File: config.mk
export PLATFORM = sky130hd
export DESIGN_NAME = pcs_core
export DESIGN_NICKNAME = d
export VERILOG_FILES = /design/src/inc/pcs_pkg.sv /design/src/logic/pcs_stack_mem.sv /design/src/logic/pcs_core.sv
export SDC_FILE = /design/constraint.sdc
export NUM_CORES = 1
export LEC_CHECK = 0
export BUFFER_PORTS_ARGS = -buffer_cell sky130_fd_sc_hd__buf_2
export CAP_MARGIN = 20
export CORE_MARGIN = 2
export CORE_UTILIZATION = 56
export DETAILED_ROUTE_END_ITERATION = 8
export HOLD_SLACK_MARGIN = 0.06
export PLACE_DENSITY = 0.91
export SLEW_MARGIN = 20
export SYNTH_ARGS = -nofsm -noshare
export SYNTH_HDL_FRONTEND = slang
export SYNTH_HIERARCHICAL = 1
export SYNTH_SLANG_ARGS = --single-unit
File: constraint.sdc
create_clock -name core_clk -period 3.6 [get_ports core_clk]
set_input_delay 0.54 -clock core_clk [delete_from_list [all_inputs] [get_ports core_clk]]
set_output_delay 0.54 -clock core_clk [all_outputs]
set_load 0.01 [all_outputs]
File: src/inc/pcs_pkg.sv
// constants shared by the program-counter, return-stack and indirect-address logic
// assumes a single core clock domain and an Avalon-MM register slave with byte addresses
package pcs_pkg;

  // ************************************************************
  // widths
  // ************************************************************
  localparam int PC_W = 13;
  localparam int LOW_W = 8;
  localparam int LATCH_W = 5;
  localparam int PAGE_W = 2;
  localparam int TGT_W = 11;
  localparam int STACK_DEPTH = 8;
  localparam int PTR_W = 3;
  localparam int FSP_W = 8;
  localparam int IND_ADDR_W = 9;
  localparam int BUS_AW = 5;
  localparam int BUS_DW = 32;

  // ************************************************************
  // field positions
  // ************************************************************
  localparam int LATCH_PAGE_HI = 4;
  localparam int LATCH_PAGE_LO = 3;
  localparam int BANK_BIT_POS = 7;

  // ************************************************************
  // register byte offsets
  // ************************************************************
  localparam logic [BUS_AW-1:0] OFF_INDIRECT = 5'h00;
  localparam logic [BUS_AW-1:0] OFF_PC_LOW = 5'h04;
  localparam logic [BUS_AW-1:0] OFF_PC_LATCH = 5'h08;
  localparam logic [BUS_AW-1:0] OFF_FSP = 5'h0C;
  localparam logic [BUS_AW-1:0] OFF_BANK = 5'h10;

  // ************************************************************
  // reset values
  // ************************************************************
  localparam logic [PC_W-1:0] PC_RST = 13'h0000;
  localparam logic [LATCH_W-1:0] LATCH_RST = 5'h00;
  localparam logic [FSP_W-1:0] FSP_RST = 8'h00;
  localparam logic [PTR_W-1:0] PTR_RST = 3'h0;
  localparam logic [BUS_DW-1:0] BUS_ZERO = 32'h0000_0000;
  localparam logic [LOW_W-1:0] SELF_READ_VAL = 8'h00;
  localparam logic [PC_W-1:0] VECTOR_DEFAULT = 13'h0004;

endpackage

File: src/logic/pcs_stack_mem.sv
// return-address storage: one write port and a registered read of the entry below the pointer
// assumes the owner presents the read address for the cycle after the current one
`timescale 1ns/1ps

module pcs_stack_mem #(
  parameter int DEPTH = 8,
  parameter int WIDTH = 13,
  parameter int AW = 3
) (
  input wire logic core_clk, // core clock
  input wire logic sys_rst, // synchronous reset, high
  input wire logic wr_en, // write strobe
  input wire logic [AW-1:0] wr_addr, // write slot
  input wire logic [WIDTH-1:0] wr_data, // value pushed
  input wire logic [AW-1:0] rd_addr, // slot that will be on top next cycle
  output logic [WIDTH-1:0] top_data // registered top entry
);

  logic [WIDTH-1:0] mem [DEPTH];

  always_ff @(posedge core_clk) begin
    if (wr_en) begin
      mem[wr_addr] <= wr_data;
    end
  end

  // a push puts its value on top at once, bypassing the array
  always_ff @(posedge core_clk) begin
    if (sys_rst) begin
      top_data <= '0;
    end else if (wr_en) begin
      top_data <= wr_data;
    end else begin
      top_data <= mem[rd_addr];
    end
  end

endmodule // pcs_stack_mem

File: src/logic/pcs_core.sv
// program counter, paging latch, circular return stack and indirect data addressing
// assumes the decoder raises at most the operations it means in a cycle and that
// the register file answers an indirect read combinationally in the same cycle
`timescale 1ns/1ps

// Operation
// - counter is 13 bits, low byte readable/writable, upper bits written by software only through the latch
// - every reset clears the counter's upper bits
// - writing the low byte loads upper bits from latch bits 4:0 together
// - call and jump take 11 bits from instruction, top two from latch bits 4:3
// - eight-entry, 13-bit return stack outside memory, pointer hidden from software
// - call and interrupt vectoring push the counter onto the stack
// - all three returns pop and restore the whole 13-bit counter
// - pushes and pops never change the high latch
// - stack wraps circularly, ninth push overwrites the first entry
// - no overflow or underflow flag exists
// - indirect port is not stored, it accesses the register the pointer selects
// - reading the indirect port through itself returns zero
// - writing the indirect port through itself changes no register
// - indirect address is bank bit above the 8-bit file select pointer
module pcs_core
  import pcs_pkg::*;
#(
  parameter logic [PC_W-1:0] VECTOR_ADDR = VECTOR_DEFAULT
) (
  input wire logic core_clk, // core clock, 50 MHz
  input wire logic sys_rst, // synchronous reset, high
  input wire logic [BUS_AW-1:0] avs_address, // byte address
  input wire logic avs_read, // read request
  input wire logic avs_write, // write request
  input wire logic [BUS_DW-1:0] avs_writedata, // write data
  output logic [BUS_DW-1:0] avs_readdata, // registered read data
  output logic avs_waitrequest, // stall
  input wire logic op_step, // advance to next instruction
  input wire logic op_call, // call instruction
  input wire logic op_jump, // jump_instr
  input wire logic op_return, // return, return_with_literal or return_from_interrupt
  input wire logic op_vector, // interrupt branch to vector
  input wire logic [TGT_W-1:0] op_target, // instruction address field
  output logic [PC_W-1:0] pc_out, // fetch address
  output logic [IND_ADDR_W-1:0] ind_addr, // indirect target address
  output logic ind_rd, // indirect read strobe
  output logic ind_wr, // indirect write strobe
  output logic [LOW_W-1:0] ind_wdata, // indirect write data
  input wire logic [LOW_W-1:0] ind_rdata // indirect read data
);

  // ************************************************************
  // state
  // ************************************************************
  logic [PC_W-1:0] pc;
  logic [LATCH_W-1:0] pc_high_latch;
  logic [FSP_W-1:0] file_select_pointer;
  logic bank_pointer_bit;
  logic [PTR_W-1:0] stk_ptr;
  logic bus_ack;
  logic [LOW_W-1:0] wdata_q;
  logic [PC_W-1:0] stk_top;

  // ************************************************************
  // bus decode
  // ************************************************************
  // every access takes two cycles: the first samples data, the second completes
  wire bus_req = avs_read | avs_write;
  wire bus_first = bus_req & ~bus_ack;
  wire sel_ind = avs_address == OFF_INDIRECT;
  wire sel_low = avs_address == OFF_PC_LOW;
  wire sel_latch = avs_address == OFF_PC_LATCH;
  wire sel_fsp = avs_address == OFF_FSP;
  wire sel_bank = avs_address == OFF_BANK;
  wire wr_done = avs_write & bus_ack;
  wire wr_low = wr_done & sel_low;
  wire wr_latch = wr_done & sel_latch;
  wire wr_fsp = wr_done & sel_fsp;
  wire wr_bank = wr_done & sel_bank;
  wire ind_self = file_select_pointer == FSP_RST;

  assign avs_waitrequest = bus_req & ~bus_ack;

  // ************************************************************
  // indirect addressing
  // ************************************************************
  assign ind_addr = {bank_pointer_bit, file_select_pointer};
  assign ind_rd = avs_read & bus_first & sel_ind & ~ind_self;
  assign ind_wr = wr_done & sel_ind & ~ind_self;
  assign ind_wdata = wdata_q;

  wire [LOW_W-1:0] ind_value = ind_self ? SELF_READ_VAL : ind_rdata;
  wire [BUS_DW-1:0] rd_mux = sel_ind ? {{(BUS_DW-LOW_W){1'b0}}, ind_value} :
                             sel_low ? {{(BUS_DW-LOW_W){1'b0}}, pc[LOW_W-1:0]} :
                             sel_latch ? {{(BUS_DW-LATCH_W){1'b0}}, pc_high_latch} :
                             sel_fsp ? {{(BUS_DW-FSP_W){1'b0}}, file_select_pointer} :
                             sel_bank ? {{(BUS_DW-BANK_BIT_POS-1){1'b0}}, bank_pointer_bit,
                                         {BANK_BIT_POS{1'b0}}} :
                             BUS_ZERO;

  always_ff @(posedge core_clk) begin
    if (sys_rst) begin
      bus_ack <= 1'b0;
      avs_readdata <= BUS_ZERO;
      wdata_q <= SELF_READ_VAL;
    end else begin
      bus_ack <= bus_first;
      if (bus_first) begin
        avs_readdata <= rd_mux;
        wdata_q <= avs_writedata[LOW_W-1:0];
      end
    end
  end

  // ************************************************************
  // counter sequencing
  // ************************************************************
  // a software write of the low byte outranks anything the decoder asks in that cycle
  wire dec_free = ~wr_low;
  wire do_ret = dec_free & op_return;
  wire do_vec = dec_free & ~op_return & op_vector;
  wire do_call = dec_free & ~op_return & ~op_vector & op_call;
  wire do_jump = dec_free & ~op_return & ~op_vector & ~op_call & op_jump;
  wire do_step = dec_free & ~op_return & ~op_vector & ~op_call & ~op_jump & op_step;
  wire do_push = do_call | do_vec;

  wire [PC_W-1:0] pc_inc = PC_W'(pc + 1'b1);
  wire [PC_W-1:0] pc_page = {pc_high_latch[LATCH_PAGE_HI:LATCH_PAGE_LO], op_target};
  wire [PC_W-1:0] pc_reload = {pc_high_latch, wdata_q};
  // a call returns past itself, an interrupt returns to the instruction it displaced
  wire [PC_W-1:0] push_data = do_vec ? pc : pc_inc;

  wire [PC_W-1:0] next_pc = wr_low ? pc_reload :
                            do_ret ? stk_top :
                            do_vec ? VECTOR_ADDR :
                            (do_call | do_jump) ? pc_page :
                            do_step ? pc_inc :
                            pc;

  always_ff @(posedge core_clk) begin
    if (sys_rst) begin
      pc <= PC_RST;
    end else begin
      pc <= next_pc;
    end
  end

  assign pc_out = pc;

  // ************************************************************
  // software registers
  // ************************************************************
  // the latch is only ever written by software, never by stack traffic
  always_ff @(posedge core_clk) begin
    if (sys_rst) begin
      pc_high_latch <= LATCH_RST;
      file_select_pointer <= FSP_RST;
      bank_pointer_bit <= 1'b0;
    end else begin
      if (wr_latch) begin
        pc_high_latch <= wdata_q[LATCH_W-1:0];
      end
      if (wr_fsp) begin
        file_select_pointer <= wdata_q;
      end
      if (wr_bank) begin
        bank_pointer_bit <= wdata_q[BANK_BIT_POS];
      end
    end
  end

  // ************************************************************
  // return stack
  // ************************************************************
  // pointer wraps freely and is never visible; no depth flag is kept
  wire [PTR_W-1:0] next_ptr = do_push ? PTR_W'(stk_ptr + 1'b1) :
                              do_ret ? PTR_W'(stk_ptr - 1'b1) :
                              stk_ptr;
  wire [PTR_W-1:0] next_top_addr = PTR_W'(next_ptr - 1'b1);

  always_ff @(posedge core_clk) begin
    if (sys_rst) begin
      stk_ptr <= PTR_RST;
    end else begin
      stk_ptr <= next_ptr;
    end
  end

  pcs_stack_mem #(
    .DEPTH(STACK_DEPTH),
    .WIDTH(PC_W),
    .AW(PTR_W)
  ) u_stack (
    .core_clk(core_clk),
    .sys_rst(sys_rst),
    .wr_en(do_push),
    .wr_addr(stk_ptr),
    .wr_data(push_data),
    .rd_addr(next_top_addr),
    .top_data(stk_top)
  );

  // a step out of an all-ones low byte is the only quiet way for the upper bits to move
  wire low_all_ones = &pc[LOW_W-1:0];
endmodule // pcs_core

* After elaboration in Yosys (flattened, before gate mapping) *
Memories as Yosys holds them, arrays and structs flattened. A register that Yosys moved wholly into a read port is not among the register bits.
Cells that the tools add are included.

word-level totals
  memory bits (writable) = 104
  bits of input ports = 65
  latch bits = 0
  output and inout port bits = 65
  logic and storage cells = 66
  register bits = 71
  memories = 1
  memory bits (read-only) = 0

operators by class
  $add $sub $neg = 4
  div/mod/pow operators = 0
  reductions and logical operators = 3
  bitwise logic cells = 30
  equality and inequality tests = 4
  multiply operators = 0
  multiplexer cells = 16
  order comparisons = 0
  shifts and indexed selects = 0

memory list
  memory       words  width  read ports  clocked after memory_dff  wr ports  line                 text
  u_stack.mem  8      13     1           1                         1         pcs_stack_mem.sv:19  logic [WIDTH-1:0] mem [DEPTH];

operators by type and width
  operator                                             count
  two-way mux 13 bit                                   6
  two-way mux 8 bit                                    6
  bitwise AND 1 bit                                    20
  adder 13 x 1 -> 13 bit, second input constant        1
  equality test 5 x 4 -> 1 bit, second input constant  2
  zero test 8 bit                                      1
  inverter 1 bit                                       7
  two-way mux 3 bit                                    2
  subtractor 3 x 1 -> 3 bit, second input constant     2
  equality test 5 x 3 -> 1 bit, second input constant  1
  equality test 5 bit, second input constant           1
  zero test 5 bit                                      1
  nonzero test 5 bit                                   1
  adder 3 x 1 -> 3 bit, second input constant          1
  OR 1 bit                                             3
  two-way mux 1 bit                                    2

* Logic depth before layout (Yosys ltp) *
  depth in word-level cells = 13
  mapped depth = 13
  depth with buffers taken out = 10

* By module *
The synthesis kept the hierarchy.

by module, submodules not included
  module         seq. area each (um2)  times used  cells an instance  area an instance (um2)
  pcs_stack_mem  3383.2                1           278                4521.8
  pcs_core       940.9                 1           390                3071.7

* Worst setup path before layout *
Ideal clock, no wire load.

  kind = input to register
  from = in avs_address[4]
  to = reg u_stack.top_data[1] (read register of u_stack.mem)
  library setup time = 125 ps
  cell stages on the path = 13
  slack = 306 ps
  arrival time = 3169 ps
  cells stage by stage = or4_4 -> buf_6 -> or2_1 -> buf_6 -> buf_6 -> a22oi_2 -> o221ai_2 -> ha_1 -> xnor2_1 -> nand2b_1 -> buf_2 -> o22ai_1 -> o41a_1

on the way
  cells in the longest elaborated chain, start to end = 9
  elaborated cells on any way between the ends = 12
  those cells by class = 1 x add/sub; 1 x eq/ne; 2 x mux; 8 x bitwise

RTL lines
  what                             line                              text
  start, declared                  pcs_core.sv:28                    input wire logic [BUS_AW-1:0] avs_address,
  equality test 5 x 3 -> 1 bit *   pcs_core.sv:67                    wire sel_low = avs_address == OFF_PC_LOW;
  bitwise AND 1 bit *              pcs_core.sv:72                    wire wr_low = wr_done & sel_low;
  inverter 1 bit *                 pcs_core.sv:115                   wire dec_free = ~wr_low;
  bitwise AND 1 bit                pcs_core.sv:117, pcs_core.sv:118
  bitwise AND 1 bit (2 in series)  pcs_core.sv:118                   wire do_call = dec_free & ~op_return & ~op_vector & op_call;
  OR 1 bit                         pcs_core.sv:121                   wire do_push = do_call | do_vec;
  two-way mux 3 bit *              pcs_core.sv:172                   wire [PTR_W-1:0] next_ptr = do_push ? PTR_W'(stk_ptr + 1'b1) :
  subtractor 3 x 1 -> 3 bit *      pcs_core.sv:175                   wire [PTR_W-1:0] next_top_addr = PTR_W'(next_ptr - 1'b1);
  named net next_top_addr[2]       pcs_core.sv:175
  end, declared                    pcs_stack_mem.sv:16               output logic [WIDTH-1:0] top_data

Mark *: on every way through the listed nets, which the timed path passes. The rest lies on a longest branch.
A chain may end at the register's enable or synchronous reset.

* Worst setup path in the final report *
  from = in avs_address[4]
  to = reg u_stack.top_data[12] (read register of u_stack.mem)

The elaborated chain is that of the path after synthesis.

==> flow_summary.toml <==
[clocking]
postCtsSetupBuffers = 0
path_clk_slew_ps = 60
cts.sinks = 164
cts_max_level = 4
worstSkewPairLatency_ps = 430
cts-buffers-inserted = 17
clock-root-buffer = "clkbuf_16"
post_cts_resized = 0
cts_tree = "yes"
clockBufferDepth = 2
hold_buffers = 0

[synth]
netlist_instances = 668
syn_area_per_cell_um2 = 11.4
synth.area.top_cells = "edfxtp_1 (41%), dfxtp_1 (16%), mux2i_1 (9.8%)"
syn-cell-area_mm2 = 0.00759
ys_seq_area_frac = 0.569
synth.distinct_cells = 52
synth_top_area_share = 0.411
yosys.area.top_type = "edfxtp_1"
synthFlopType = "edfxtp_1"
ys_ff_latch = 164
synth_edf_count = 104
yosysWarnings = 6
synth-async-reset-ratio = 0

[die]
die_y_um = 120
start_util = 0.573
core_area_mm2 = 0.0132
core.rowCount = 42
dieArea_mm2 = 0.0145
io_pins = 130
die_w_um = 120

[drt]
drc = 0
wl_per_cell_um = 18.4
drt-pass1-iter-count = 5
drt_iter0_drc = 622
vias = 5615
ant_nets = 0
routed_wl_mm = 17.4
viasPerCell = 5.96

[worst_setup_path]
start_kind = "input port"
r2r_cells = 10
reg2reg_slack_ps = 670
required_ps = 3910
r2r-end = "u_stack/top_data[12]"
reg2reg_from = "stk_ptr[1]"
crit_path_end_kind = "flip-flop"
crit_type = "input port to flip-flop"
worstPathMaxFanout = 13
cp.arrival_ps = 3320

[placed_design]
dp_hpwl_mm = 12.1
port_buffers = 81
place_congestion = 0.928
post-place-ws_ps = 186

[pwr]
total_power_mw = 4.63
p_per_area_mw_per_mm2 = 532
power.leakage_nw = 3.47
vdd_drop_max_mv = 0.328

[final_layout]
multi_input_area_mm2 = 0.00286
final_nets = 822
seq_area_mm2 = 0.00432
antenna_cells = 0
fill_cells = 972
drive_gt1_frac = 0.209
utilization = 0.657
area_growth_pct = 14.6

[grt]
grt_pass1_wl_mm = 27.2
grt_max_degree = 54
grt_overflow = 0
track_usage = 0.245
grt_pass1_vias = 5311
antenna_found_initial = 0

[hold_path]
hp-class = "input port to flip-flop"
hold-path-cell-count = 3
whs_endpoint = "ind_wdata[6]"
min-delay-start = "avs_writedata[6]"

[sta]
period_share = 0.837
fin_setup_tns_ps = 0
fmax_ghz = 0.332
finalMaxSlewViolations = 0
skew_ps = 9.39
fin_ws_ps = 587
finalCriticalPeriod_ps = 3010
finalHoldViolations = 0
finalSetupViolations = 0
rsz0062_at_grt = "false"
max-slew-margin-rel = 0.369
worst_pin_slew_ps = 944

[job]
cap_violations = 0

[run_status]
status = "complete, no violations"
==> worst max-delay path by stage <==
stage / start / endpoint / slack [ps] / depth (start not counted)
global route: avs_address[4] / u_stack/top_data[12] / 440 / 10
detailed placement: avs_address[4] / u_stack/top_data[0] / 190 / 10
CTS: avs_address[4] / u_stack/top_data[10] / 600 / 10
floorplan: avs_address[4] / u_stack/top_data[1] / 310 / 13
finish: avs_address[4] / u_stack/top_data[12] / 590 / 10
global placement: avs_address[4] / u_stack/top_data[0] / 280 / 10
==> report_power, final <==
group          switching [mW]  internal (mW)
registers              0.0754           2.12
clock network           0.722          0.990
logic                   0.444          0.281
total                    1.24           3.39
==> state kept, by name, indices dropped and copies added, names as in the netlist <==
register and count:
bus_ack 1, pc_high_latch 5, u_stack/top_data 13, ind_wdata 8
file_select_pointer 8, pc_out 13, avs_readdata 8, bank_pointer_bit 1
stk_ptr 3, u_stack/mem 104
==> metal layers <==
layer,track usage,up-vias,wire [um],share of wire
met5,0,-,0,0
met4,0.121,0,584,0.034
met3,0.0580,54,1410,0.081
met2,0.382,299,8210,0.47
met1,0.324,2696,7160,0.41
li1,-,2566,-,-
==> final cells by class <==
class / instances / share of cell area
clock buffers: 21 / 0.0529
clock inverters: 11 / 0.0118
inverters: 22 / 0.00949
multi-input cells: 436 / 0.329
flip-flops and latches: 164 / 0.497
well taps: 176 / 0.0253
repair buffers: 112 / 0.0747
==> through the flow <==
stage,cells,hold WS [ps],area (um2)
after global placement,910,475,8140
after floorplan,691,484,7680
after CTS,942,339,8700
final,942,349,8700
after global routing,942,351,8700
after detailed placement,910,486,8140
==> synthesized netlist by cell type, drive strengths merged, types with 3 or more instances <==
master    n
a21oi    38
a221oi   13
a31oi     4
a32o      4
and3      9
buf      43
clkbuf   26
dfxtp    60
edfxtp  104
ha        4
inv      21
mux2i    74
nand2    38
nand2b    7
nand3    12
nand4     3
nor2     79
nor3     21
nor4      3
o21ai    22
o221ai    4
o22ai    15
o41a     13
or2       3
xnor2    14
xor2     11
==> cell families (layout without fill, tap and decap cells) <==
group	Yosys count	after routing	share of synthesized area
xor gates and xnor gates	25	25	0.0298
and+or+nand+nor	184	184	0.110
buffers and inverters	91	166	0.0677
DFF	164	164	0.569
AOI/OAI and AO/OA	124	124	0.117
muxes	75	75	0.0990
adders and majority gates	4	4	0.00659
other	1	24	0.000494
==> layout by cell type, fill, tap and decap left out, types with 2 or more instances in the layout <==
cell type | synthesis | layout
edfxtp_1 | 104 | 104
buf_2 | 9 | 81
nor2_1 | 79 | 79
mux2i_1 | 74 | 74
dfxtp_1 | 60 | 60
a21oi_1 | 38 | 38
nand2_1 | 38 | 38
buf_4 | 25 | 30
conb_1 | 1 | 24
o21ai_0 | 22 | 22
inv_1 | 21 | 21
nor3_1 | 21 | 18
clkbuf_16 | 0 | 17
o22ai_1 | 15 | 15
xnor2_1 | 14 | 13
o41a_1 | 13 | 13
nand3_1 | 12 | 12
xor2_1 | 10 | 10
a221oi_1 | 9 | 9
and3_1 | 8 | 8
nand2b_1 | 7 | 7
a221oi_2 | 4 | 4
a31oi_1 | 4 | 4
a32o_1 | 4 | 4
ha_1 | 4 | 4
nor3_2 | 0 | 3
nand4_1 | 3 | 3
nor4_1 | 3 | 3
o221ai_1 | 3 | 3
inv_6 | 0 | 3
clkinv_2 | 0 | 3
clkinvlp_4 | 0 | 3
or2_2 | 2 | 2
and3b_1 | 2 | 2
nor2b_1 | 2 | 2
a2bb2oi_1 | 2 | 2
o32ai_1 | 2 | 2
clkbuf_1 | 26 | 2
clkbuf_8 | 0 | 2
==> critical path, cell delays in order <==
cell      delay, ps
buf_2           110
or4_4           540
or2_1           320
a22oi_2         190
o221ai_2        140
ha_1            240
xnor2_1         310
or2_2           370
nor2_1          120
o41a_1          430
(Power assumes the default switching activity.)
